### src/inc/line_rx_pkg.sv
package line_rx_pkg;
    // Register byte addresses
    localparam logic [7:0] ADDR_CTRL0 = 8'h00;
    localparam logic [7:0] ADDR_CTRL1 = 8'h04;
    localparam logic [7:0] ADDR_GLOBAL = 8'h08;
    localparam logic [7:0] ADDR_STATUS = 8'h0C;
    // Channel control field positions
    localparam int F_SINGLE_RAIL = 0;
    localparam int F_CDR_EN = 1;
    localparam int F_DECODER_EN = 2;
    localparam int F_EDGE_FALLING = 3;
    localparam int F_DATA_INVERT = 4;
    localparam int F_E1_MODE = 5;
    localparam int F_ALARM_PATTERN_EN = 6;
    localparam int F_EXZ_REPORT = 7;
    localparam int F_TX_REF_MASTER = 8;
    localparam int F_ALL_ONES_SEND = 9;
    localparam int F_PRBS_SEND = 10;
    localparam int F_AUTO_ALL_ONES = 11;
    localparam int F_ALARM_SEND = 12;
    // Global and status field positions
    localparam int F_HW_MODE = 0;
    localparam int S_LOS_LO = 0;
    localparam int S_MASTER_LOST = 2;
    localparam int S_TX_HIZ = 3;
    localparam int S_TX_MASTER_LO = 4;
    // Reset values
    localparam logic [15:0] CTRL_RESET = 16'h0002;
    localparam logic [0:0] GLOBAL_RESET = 1'h0;
    // Timing: master clock declared lost after this long without an edge
    localparam int CLK_FREQ_MHZ = 40;
    localparam int MASTER_LOSS_NS = 2000;
    localparam logic [7:0] MASTER_LOSS_CYC = 8'((MASTER_LOSS_NS * CLK_FREQ_MHZ + 999) / 1000);
    // Excess-zero limits and zeros that may precede a legal substitution
    localparam logic [4:0] EXZ_T1_AMI = 5'h10;
    localparam logic [4:0] EXZ_T1_CODED = 5'h08;
    localparam logic [4:0] EXZ_E1 = 5'h04;
    localparam logic [4:0] SUB_ZEROS_T1 = 5'h03;
    localparam logic [4:0] SUB_ZEROS_E1 = 5'h02;
    // Source of the receive clock
    typedef enum logic [1:0] {
        SRC_LINE = 2'b00,
        SRC_RAILS = 2'b01,
        SRC_MASTER = 2'b10
    } clk_src_t;
endpackage

### src/design/line_receive_system_output.sv
// Overview of operation
// RULE1: Hardware mode single rail always reports violations
// RULE2: Violation flag high one receive clock cycle
// RULE3: Dual rail with recovery outputs retimed NRZ
// RULE4: Dual rail bypass passes raw slicer rails
// RULE5: Data launched on selectable rising/falling edge
// RULE6: Receive data level selectable, normal or inverted
// RULE7: Receive clock 1.544 or 2.048 MHz
// RULE8: Loss with alarm enable uses master clock
// RULE9: Recovery mode outputs recovered line clock
// RULE10: Bypass clock is XOR of slicer rails
// RULE11: System supplies 2.048/1.544 MHz master clock
// RULE12: Master clock times recovery, attenuator, interface
// RULE13: Master clock times test patterns when selected
// RULE14: Auto all-ones and alarm master-timed while master clock not lost
// RULE15: Hardware mode all-ones/PRBS use master clock
// RULE16: Lost master clock tristates transmit driver
// RULE17: Signal-absent flag rises on loss
// RULE18: Signal-absent flag clears itself on recovery
// RULE19: Independent outputs for each of two channels
// RULE20: System samples on edge opposite launch
`timescale 1ns/1ps
module line_receive_system_output #(
    parameter int CHANNELS = 2
) (
    input wire logic hclk,
    input wire logic hresetn,
    input wire logic hsel,
    input wire logic [31:0] haddr,
    input wire logic [1:0] htrans,
    input wire logic hwrite,
    input wire logic [2:0] hsize,
    input wire logic [31:0] hwdata,
    input wire logic hready,
    output logic hreadyout,
    output logic [31:0] hrdata,
    output logic hresp,
    input wire logic [CHANNELS-1:0] slicer_pos_rail,
    input wire logic [CHANNELS-1:0] slicer_neg_rail,
    input wire logic [CHANNELS-1:0] line_recovered_clock,
    input wire logic [CHANNELS-1:0] loss_detected,
    input wire logic master_clock,
    output logic [CHANNELS-1:0] recovered_line_clock,
    output logic [CHANNELS-1:0] positive_rail_receive_data,
    output logic [CHANNELS-1:0] negative_rail_receive_data,
    output logic [CHANNELS-1:0] signal_absent_flag,
    output logic [CHANNELS-1:0] tx_timing_from_master,
    output logic transmit_line_hiz
);
    import line_rx_pkg::*;

    localparam int SYNC_W = 4 * CHANNELS + 1; // All pins crossing into hclk

    // Synchroniser stages; first stage feeds only the second
    logic [SYNC_W-1:0] sync_meta;
    logic [SYNC_W-1:0] sync_pins;
    logic [CHANNELS-1:0] pos_s, neg_s, lclk_s, los_s;
    logic master_s; // Master clock level in hclk domain [RULE12]

    // Software registers
    logic [15:0] ctrl [CHANNELS]; // Per-channel control
    logic [15:0] next_ctrl [CHANNELS];
    logic hw_mode, next_hw_mode; // Hardware control mode
    logic [7:0] status; // Read-only view of block state

    // Bus data-phase bookkeeping
    logic [7:0] addr_q, next_addr_q;
    logic write_q, next_write_q;
    logic active_q, next_active_q;
    logic [31:0] next_hrdata;
    logic take; // Address phase accepted this cycle

    // Master clock supervision
    logic master_prev, next_master_prev;
    logic [7:0] loss_cnt, next_loss_cnt;
    logic master_lost, next_master_lost;
    logic [CHANNELS-1:0] next_tx_master;
    logic [CHANNELS-1:0] next_absent;

    // Read multiplexer used when a read address phase is taken
    function automatic logic [31:0] read_word(input logic [7:0] a, input logic [15:0] c0,
        input logic [15:0] c1, input logic hw, input logic [7:0] st);
        unique case (a)
            ADDR_CTRL0: return {16'h0000, c0};
            ADDR_CTRL1: return {16'h0000, c1};
            ADDR_GLOBAL: return {31'h00000000, hw};
            ADDR_STATUS: return {24'h000000, st};
            default: return 32'h00000000; // Unmapped reads as zero
        endcase
    endfunction

    // Two-flop synchronisers for every pin from outside hclk
    always_ff @(posedge hclk or negedge hresetn) begin
        if (!hresetn) begin
            sync_meta <= '0;
            sync_pins <= '0;
        end else begin
            sync_meta <= {master_clock, loss_detected, line_recovered_clock,
                slicer_neg_rail, slicer_pos_rail};
            sync_pins <= sync_meta;
        end
    end

    // Split the synchronised vector
    always_comb begin
        pos_s = sync_pins[CHANNELS-1:0];
        neg_s = sync_pins[2*CHANNELS-1:CHANNELS];
        lclk_s = sync_pins[3*CHANNELS-1:2*CHANNELS];
        los_s = sync_pins[4*CHANNELS-1:3*CHANNELS];
        master_s = sync_pins[SYNC_W-1];
    end

    // Bus address phase capture and register writes
    always_comb begin
        take = hsel & htrans[1] & hready;
        next_active_q = take;
        next_addr_q = take ? haddr[7:0] : addr_q;
        next_write_q = take ? hwrite : write_q;
        next_ctrl = ctrl;
        next_hw_mode = hw_mode;
        // Write data arrives in the data phase; hsize is ignored, so writes of any size update the field
        if (active_q && write_q) begin
            unique case (addr_q)
                ADDR_CTRL0: next_ctrl[0] = hwdata[15:0];
                ADDR_CTRL1: next_ctrl[1] = hwdata[15:0];
                ADDR_GLOBAL: next_hw_mode = hwdata[F_HW_MODE];
                default: next_hw_mode = hw_mode; // Status and holes ignore writes
            endcase
        end
        // Read data built from next values so a write just before is seen
        next_hrdata = hrdata;
        if (take && !hwrite) begin
            next_hrdata = read_word(haddr[7:0], next_ctrl[0], next_ctrl[1],
                next_hw_mode, status);
        end
    end

    // Register the bus side
    always_ff @(posedge hclk or negedge hresetn) begin
        if (!hresetn) begin
            active_q <= 1'b0;
            addr_q <= 8'h00;
            write_q <= 1'b0;
            hrdata <= 32'h00000000;
            hreadyout <= 1'b0;
            hresp <= 1'b0;
            hw_mode <= GLOBAL_RESET;
            for (int i = 0; i < CHANNELS; i++) begin
                ctrl[i] <= CTRL_RESET;
            end
        end else begin
            active_q <= next_active_q;
            addr_q <= next_addr_q;
            write_q <= next_write_q;
            hrdata <= next_hrdata;
            hreadyout <= 1'b1; // Zero wait states
            hresp <= 1'b0; // Always OKAY
            hw_mode <= next_hw_mode;
            ctrl <= next_ctrl;
        end
    end

    // Master clock loss watch and transmit timing choice
    always_comb begin
        next_master_prev = master_s;
        next_loss_cnt = loss_cnt;
        next_master_lost = master_lost;
        if (master_s != master_prev) begin
            next_loss_cnt = 8'h00;
            next_master_lost = 1'b0;
        end else if (loss_cnt == MASTER_LOSS_CYC - 8'h01) begin
            next_master_lost = 1'b1; // [RULE16]
        end else begin
            next_loss_cnt = loss_cnt + 8'h01;
        end
        for (int i = 0; i < CHANNELS; i++) begin
            // Automatic all-ones and alarm pattern use the master whenever it is not lost
            next_tx_master[i] = ~master_lost & (
                (ctrl[i][F_AUTO_ALL_ONES] & los_s[i]) | ctrl[i][F_ALARM_SEND] // [RULE14]
                | ((ctrl[i][F_ALL_ONES_SEND] | ctrl[i][F_PRBS_SEND])
                & (ctrl[i][F_TX_REF_MASTER] | hw_mode))); // [RULE13] [RULE15]
            next_absent[i] = los_s[i]; // Follows loss both ways [RULE17] [RULE18]
        end
    end

    // Status assembled from flops only
    always_comb begin
        status = 8'h00;
        status[S_LOS_LO +: 2] = signal_absent_flag[1:0];
        status[S_MASTER_LOST] = master_lost;
        status[S_TX_HIZ] = transmit_line_hiz;
        status[S_TX_MASTER_LO +: 2] = tx_timing_from_master[1:0];
    end

    // Register supervision state and its outputs
    always_ff @(posedge hclk or negedge hresetn) begin
        if (!hresetn) begin
            master_prev <= 1'b0;
            loss_cnt <= 8'h00;
            master_lost <= 1'b0;
            transmit_line_hiz <= 1'b0;
            tx_timing_from_master <= '0;
            signal_absent_flag <= '0;
        end else begin
            master_prev <= next_master_prev;
            loss_cnt <= next_loss_cnt;
            master_lost <= next_master_lost;
            transmit_line_hiz <= next_master_lost; // [RULE16]
            tx_timing_from_master <= next_tx_master;
            signal_absent_flag <= next_absent; // [RULE17] [RULE18]
        end
    end

    // One independent path per channel; outputs come from its flops
    for (genvar g = 0; g < CHANNELS; g++) begin : g_chan
        rx_channel_path u_path ( // [RULE19]
            .hclk(hclk),
            .hresetn(hresetn),
            .pos_rail(pos_s[g]),
            .neg_rail(neg_s[g]),
            .line_clk(lclk_s[g]),
            .master_clk(master_s), // [RULE12]
            .signal_absent(los_s[g]),
            .ctrl(ctrl[g]),
            .hw_mode(hw_mode),
            .recovered_line_clock(recovered_line_clock[g]),
            .positive_rail_receive_data(positive_rail_receive_data[g]),
            .negative_rail_receive_data(negative_rail_receive_data[g])
        );
    end
endmodule

### src/design/rx_channel_path.sv
`timescale 1ns/1ps
module rx_channel_path (
    input wire logic hclk,
    input wire logic hresetn,
    input wire logic pos_rail,
    input wire logic neg_rail,
    input wire logic line_clk,
    input wire logic master_clk,
    input wire logic signal_absent,
    input wire logic [15:0] ctrl,
    input wire logic hw_mode,
    output logic recovered_line_clock,
    output logic positive_rail_receive_data,
    output logic negative_rail_receive_data
);
    import line_rx_pkg::*;

    // Excess-zero limit for the current line standard and coding
    function automatic logic [4:0] exz_limit(input logic e1, input logic coded);
        if (e1) begin
            return EXZ_E1;
        end
        return coded ? EXZ_T1_CODED : EXZ_T1_AMI;
    endfunction

    clk_src_t src; // Chosen receive clock source
    logic sel_clk; // Level of the chosen clock
    logic launch; // Active edge seen this cycle
    logic clk_prev, next_clk_prev;
    logic next_rclk, next_dpos, next_dneg;
    logic last_pos, next_last_pos; // Polarity of the last mark
    logic seen_mark, next_seen_mark;
    logic [4:0] zero_cnt, next_zero_cnt; // Zeros since the last mark
    logic mark, bpv, legal_sub, excess_zero_error;

    // Clock source: master under alarm-enabled loss, else line or rails
    always_comb begin
        if (signal_absent && ctrl[F_ALARM_PATTERN_EN]) begin
            src = SRC_MASTER; // [RULE8]
        end else if (ctrl[F_CDR_EN]) begin
            src = SRC_LINE; // [RULE9]
        end else begin
            src = SRC_RAILS; // [RULE10]
        end
        unique case (src)
            SRC_LINE: sel_clk = line_clk;
            SRC_RAILS: sel_clk = pos_rail ^ neg_rail; // [RULE10]
            default: sel_clk = master_clk; // Only SRC_MASTER reaches here
        endcase
    end

    // Launch edge and data path next values
    always_comb begin
        launch = ctrl[F_EDGE_FALLING] ? (clk_prev & ~sel_clk) : (~clk_prev & sel_clk); // [RULE5]
        next_clk_prev = sel_clk;
        next_rclk = sel_clk; // Rate follows the source [RULE7]
        next_dpos = positive_rail_receive_data;
        next_dneg = negative_rail_receive_data;
        next_last_pos = last_pos;
        next_seen_mark = seen_mark;
        next_zero_cnt = zero_cnt;
        mark = pos_rail | neg_rail;
        bpv = (pos_rail & neg_rail) | (seen_mark & ((pos_rail & last_pos) | (neg_rail & ~last_pos)));
        // A violation after enough zeros is taken as a substitution code
        legal_sub = ctrl[F_DECODER_EN] & bpv & ~(pos_rail & neg_rail)
            & (zero_cnt >= (ctrl[F_E1_MODE] ? SUB_ZEROS_E1 : SUB_ZEROS_T1));
        excess_zero_error = (hw_mode | ctrl[F_EXZ_REPORT]) & ~mark
            & (zero_cnt == exz_limit(ctrl[F_E1_MODE], ctrl[F_DECODER_EN]) - 5'h01); // [RULE1]
        if (!ctrl[F_SINGLE_RAIL] && !ctrl[F_CDR_EN]) begin
            // Raw slicer rails, no retiming
            next_dpos = pos_rail ^ ctrl[F_DATA_INVERT]; // [RULE4] [RULE6]
            next_dneg = neg_rail ^ ctrl[F_DATA_INVERT]; // [RULE4] [RULE6]
        end else if (launch) begin
            if (ctrl[F_SINGLE_RAIL]) begin
                // Decoded data; flag held until the next launch edge
                next_dpos = (mark & ~legal_sub) ^ ctrl[F_DATA_INVERT]; // [RULE6]
                next_dneg = (bpv & ~legal_sub) | excess_zero_error; // [RULE1] [RULE2]
                next_zero_cnt = mark ? 5'h00 : (zero_cnt == 5'h1F ? zero_cnt : zero_cnt + 5'h01);
                if (mark && !(pos_rail && neg_rail)) begin
                    next_last_pos = pos_rail;
                    next_seen_mark = 1'b1;
                end
            end else begin
                // Retimed NRZ rails
                next_dpos = pos_rail ^ ctrl[F_DATA_INVERT]; // [RULE3] [RULE6]
                next_dneg = neg_rail ^ ctrl[F_DATA_INVERT]; // [RULE3] [RULE6]
            end
        end
    end

    // Register the channel state
    always_ff @(posedge hclk or negedge hresetn) begin
        if (!hresetn) begin
            clk_prev <= 1'b0;
            recovered_line_clock <= 1'b0;
            positive_rail_receive_data <= 1'b0;
            negative_rail_receive_data <= 1'b0;
            last_pos <= 1'b0;
            seen_mark <= 1'b0;
            zero_cnt <= 5'h00;
        end else begin
            clk_prev <= next_clk_prev;
            recovered_line_clock <= next_rclk;
            positive_rail_receive_data <= next_dpos;
            negative_rail_receive_data <= next_dneg;
            last_pos <= next_last_pos;
            seen_mark <= next_seen_mark;
            zero_cnt <= next_zero_cnt;
        end
    end
endmodule

### config.mk
export PLATFORM = sky130hd
export DESIGN_NAME = line_receive_system_output
export DESIGN_NICKNAME = d
export VERILOG_FILES = /design/src/inc/line_rx_pkg.sv /design/src/design/line_receive_system_output.sv /design/src/design/rx_channel_path.sv
export SDC_FILE = /design/constraint.sdc
export NUM_CORES = 1
export LEC_CHECK = 0
export ABC_CLOCK_PERIOD_IN_PS = 6500
export BUFFER_PORTS_ARGS = -buffer_cell sky130_fd_sc_hd__buf_4
export CAP_MARGIN = 20
export CORE_MARGIN = 3
export CORE_UTILIZATION = 57
export DETAILED_ROUTE_END_ITERATION = 7
export PLACE_DENSITY = 0.93
export SLEW_MARGIN = 25
export SYNTH_ARGS = -nofsm -noshare
export SYNTH_HDL_FRONTEND = slang
export SYNTH_SLANG_ARGS = --single-unit
export TNS_END_PERCENT = 5
### constraint.sdc
create_clock -name hclk -period 6.5 [get_ports hclk]
set_clock_uncertainty 0.2 [all_clocks]
set_input_delay 0.65 -clock hclk [delete_from_list [all_inputs] [get_ports hclk]]
set_output_delay 0.65 -clock hclk [all_outputs]
set_load 0.05 [all_outputs]
==> Word level (Yosys, flattened, before mapping) <==
Index checks and enable logic that the tools add are counted.
Widths: inputs -> output; s select.
{ "classes": {"muxes": 44, "n_bitwise": 75, "eq_ne": 16, "order_cmp": 2, "add_sub_neg": 5, "reduce_logical": 28} }
{ "op_table": {"columns": ["op", "count"], "rows": [
  ["$pmux 16 s4", 1],
  ["$mux 5", 10],
  ["$and 1x1->1", 34],
  ["$mux 16", 2],
  ["$mux 32", 1],
  ["$eq 8x4->1 const B", 3],
  ["$mux 1", 24],
  ["$or 1x1->1", 18],
  ["$eq 8x3->1 const B", 2],
  ["$logic_not 8->1", 2],
  ["$mux 8", 2],
  ["$reduce_and 4->1", 4],
  ["$not 1->1", 15],
  ["$add 5x1->5 const B", 2],
  ["$eq 5x5->1", 2],
  ["$eq 5x5->1 const B", 2],
  ["$ge 5x5->1", 2],
  ["$logic_and 1x1->1", 10],
  ["$sub 5x1->5 const B", 2],
  ["$add 8x1->8 const B", 1],
  ["$eq 8x7->1 const B", 1],
  ["$xor 1x1->1", 8],
  ["$logic_not 1->1", 7],
  ["$reduce_bool 2->1", 3],
  ["other kinds (7)", 12]
]} }
{ "totals": {"ff_bits": 128, "elab_cells": 197, "input_bits": 83} }

==> Depth between registers and ports, before layout <==
{ "logic_depth": {"word_depth": 14, "ltp_mapped": 8, "mapped_depth_nobuf": 8} }

==> By module <==
Synthesis repeated with hierarchy kept, for this count alone.
{ "hier_totals": {"hier_cells": 453, "hier_area_um2": 5257.5} }
{ "modules_own_cells": {"columns": ["module", "area_per_inst_um2", "cells_per_inst", "instances", "seq_area_each_um2"], "rows": [
  ["line_receive_system_output", 3773.6, 289, 1, 2304.7],
  ["rx_channel_path", 742.0, 82, 2, 250.2]
]} }

==> Least setup slack after synthesis <==
OpenSTA, ideal clock, no wires.
{ "synth_timing": {"kind": "register to register", "from": "reg addr_q[1]", "to": "reg hrdata[13]", "n_path_buf": 1, "stages_incl_launch_ff": 7, "setup_slack_ns": 3.736, "required_ns": 6.174, "period_less_slack_ns": 2.764, "arrival_ns": 2.438, "setup_ns": 0.126, "cell_sequence": "dfrtp_1 or4_4 nor4_2 buf_6 mux2_2 nor2b_1 a221o_1"} }
{ "synth_lines": {"columns": ["item", "line", "text"], "rows": [
  ["start: declaration", "line_receive_system_output.sv:67", "logic [7:0] addr_q, next_addr_q;"],
  ["start signal: assignment", "line_receive_system_output.sv:153", "addr_q <= next_addr_q;"],
  ["end signal: assignment", "line_receive_system_output.sv:155", "hrdata <= next_hrdata;"],
  ["end: declaration", "line_receive_system_output.sv:36", "output logic [31:0] hrdata,"]
]} }

==> Worst setup path in the final report <==
{ "layout_timing": {"from": "in hwrite", "to": "reg hrdata[7]"} }
{ "layout_via": {"elab_chain_cells": 2} }
{ "layout_rtl": {"columns": ["item", "line", "text"], "rows": [
  ["start: declaration", "line_receive_system_output.sv:31", "input wire logic hwrite,"],
  ["$logic_not 1->1", "line_receive_system_output.sv:132", "if (take && !hwrite) begin"],
  ["$logic_and 1x1->1", "line_receive_system_output.sv:132", null]
]} }
No other way between the ends.
A chain may end at the register's enable or synchronous reset.

==> results_dict.tcl <==
set metrics [dict create \
    status "complete, no violations" \
    die_area_sq_um 10170 \
    max-vdd-ir-drop_mv 0.1931 \
    required_ns 6.61 \
    utilization_pct 69.06 \
    antenna_found_initial 0 \
    nNetsFinal 584 \
    synthArstFlopShare_pct 100.0 \
    synth_edf_count 0 \
    drc 0 \
    dr_total_vias 3661 \
    drtPass1Iterations 5 \
    fp-row-count 33 \
    r2r_setup_slack_ns 3.78 \
    r2r-start "sync_pins[0]$_DFF_PN0_" \
    syn2layout_area_growth_pct 13.95 \
    hpwl_mm 7.859 \
    first_iter_violations 255 \
    track_usage_pct 24.24 \
    nFillCells 537 \
    dieWidth_um 100.9 \
    yosys.cell_types.count 59 \
    ys.warnings.count 0 \
    clock_path_buffers 2 \
    synth_largest_area_cell "dfrtp_1" \
    num_antenna_cells 0 \
    clk_latency_ns 0.37 \
    place_congestion 0.8319 \
    drive_above_1_share_pct 28.08 \
    htree_levels 3 \
    cts_tree "yes" \
    cts_sinks 112 \
    area.sequential_sq_um 2805 \
    die_height_um 100.9 \
    grt_pass1_wl_mm 19.32 \
    hold_buffers 0 \
    slew_viol_final 0 \
    cts_buffers 9 \
    vias_per_cell 6.102 \
    drv_cap 0 \
    wire_per_inst_um 19.35 \
    initial_core_util_pct 60.61 \
    yosys.area.top_type_share_pct 53.66 \
    routed_wl_mm 11.61 \
    start_kind "input port" \
    worstSetupPathType "input port to flop" \
    hold_class "input port to asynchronous set/reset pin" \
    ys.flop_type "dfrtp_1" \
    tns_ns 0 \
    netlist_area_sq_um 5130 \
    io_buffers 66 \
    r2r_end "g_chan[0].u_path.last_pos$_DFFE_PN0P_" \
    finalHoldViolCount 0 \
    ys_seq_area_share_pct 54.68 \
    max_freq_mhz 349.6 \
    period_share_pct 44.01 \
    gr-total-overflow 0 \
    ys_top_cells_by_area "dfrtp_1, mux2_2, buf_4, ha_1, a221o_1" \
    worstSetupStartpoint "hwrite" \
    cts_resized 0 \
    ant_nets 0 \
    endpoint_kind "flop" \
    fin_crit_ns 2.860 \
    whs_ns 0.09672 \
    cts_setup_buffers 0 \
    grt_max_degree 58 \
    worst-r2r-cell-count 7 \
    synthCells 426 \
    layout_setup_ws_ns 3.640 \
    path_clk_slew_ns 0.11 \
    power_density_nw_per_um2 253.3 \
    grt_setup_unrepaired "no" \
    cp_max_fo 19 \
    power_leakage_nw 2.766 \
    multi_input_area_sq_um 2062 \
    setup_viol 0 \
    tightestPinTransition_ns 0.9896 \
    grt_pass1_vias 3765 \
    design.core.area_sq_um 8464 \
    dpl_worst_slack_ns 3.346 \
    ys_seq_elements 112 \
    arrival_ns 2.97 \
    avgSynthCellArea_sq_um 12.04 \
    relSlewSlack_pct 33.68 \
    io_pins 128 \
    root_buffer "clkbuf_8" \
]
## kinds of logic after synthesis
| family | share of synthesized area [%] |
|---|---|
| AND/OR/NAND/NOR | 11.68 |
| AO/OA/AOI/OAI | 11.02 |
| flip-flops | 54.68 |
| XOR/XNOR | 1.537 |
| other | 0.1464 |
| adder cells (fa/ha/maj) | 2.683 |
| buffers and inverters | 6.463 |
| multiplexers | 11.78 |
## critical path, stage by stage
cell and delay [ns]:
buf_4 0.11, nand4b_1 0.83, and3b_1 0.57, nand2_1 0.39, nor2b_1 0.26, a221o_1 0.15
## synthesized netlist by cell type (8+ instances only)
cell / number
a21oi_1: 14
a221o_1: 10
buf_4: 23
dfrtp_1: 110
ha_1: 11
inv_1: 25
mux2_2: 39
mux2i_1: 9
nand2_1: 15
nand3_1: 14
nor2_1: 16
nor2b_1: 13
o21ai_0: 13
xor2_1: 8
## layout make-up
class	count	area share [%]
clock buffers	10	2.354
clock inverters	6	1.670
flip-flops and latches	112	47.99
repair buffers	69	8.861
well taps	105	2.247
multi-input cells	273	35.27
inverters	25	1.605
## metal layers
metal  GRT usage (%)  vias up  wire length (um)
met5               0        -                 0
met4           7.979        0               215
met3           5.882       20               849
met2           41.06      179              5999
met1           30.59     1833              4545
li1                -     1629                 -
## flip-flops by register name, summed over array words and instances (netlist names), 2 cells and up
signal / count
addr_q: 8
g_chan.u_path.zero_cnt: 10
sync_pins: 9
signal_absent_flag: 2
g_chan.u_path.negative_rail_receive_data: 2
hrdata: 16
g_chan.u_path.recovered_line_clock: 2
g_chan.u_path.seen_mark: 2
loss_cnt: 8
tx_timing_from_master: 2
g_chan.u_path.positive_rail_receive_data: 2
sync_meta: 9
ctrl: 32
g_chan.u_path.last_pos: 2
## how the worst max path moves through the flow
| stage | to | cells after the start |
|---|---|---|
| after floorplan | hrdata[13]$_DFFE_PN0P_ | 6 |
| after global placement | hrdata[9]$_DFFE_PN0P_ | 6 |
| after detailed placement | hrdata[12]$_DFFE_PN0P_ | 6 |
| after CTS | hrdata[7]$_DFFE_PN0P_ | 6 |
| after global routing | hrdata[11]$_DFFE_PN0P_ | 6 |
| final | hrdata[7]$_DFFE_PN0P_ | 6 |
## through the flow
stage | instance area [sq um] | instances | total power (W)
global placement | 5610 | 584 | 0.0009946
global route | 5846 | 600 | 0.001536
detailed placement | 5610 | 584 | 0.001007
CTS | 5846 | 600 | 0.001478
floorplan | 5190 | 442 | 0.0009443
finish | 5846 | 600 | 0.001480
## placed cells by master, fill, tap and decap left out, types with 4 or more instances in the layout
master | synthesis | routed
o211ai_1 | 4 | 4
xor2_1 | 8 | 8
a221o_1 | 10 | 10
and3_1 | 7 | 7
mux2_2 | 39 | 39
mux2i_1 | 9 | 9
ha_1 | 11 | 11
a2111oi_0 | 4 | 4
clkbuf_8 | 0 | 10
o31ai_1 | 5 | 5
nand2_1 | 15 | 15
o21ai_0 | 13 | 13
nor2_1 | 16 | 16
nand3_1 | 14 | 14
dfrtp_1 | 110 | 110
mux2_4 | 5 | 5
buf_4 | 23 | 69
conb_1 | 2 | 18
and2_1 | 4 | 4
nand2b_1 | 7 | 7
nor2b_1 | 13 | 13
a21oi_1 | 14 | 14
inv_1 | 25 | 25
## power breakdown
part | leakage, nW | switching, W | internal (W) | total, W
registers | 1.42 | 0.0000395 | 0.000745 | 0.000785
logic | 1.23 | 0.000128 | 0.0000846 | 0.000213
clock network | 0.119 | 0.000249 | 0.000234 | 0.000483
No activity file was read; power rests on OpenSTA's default activity.
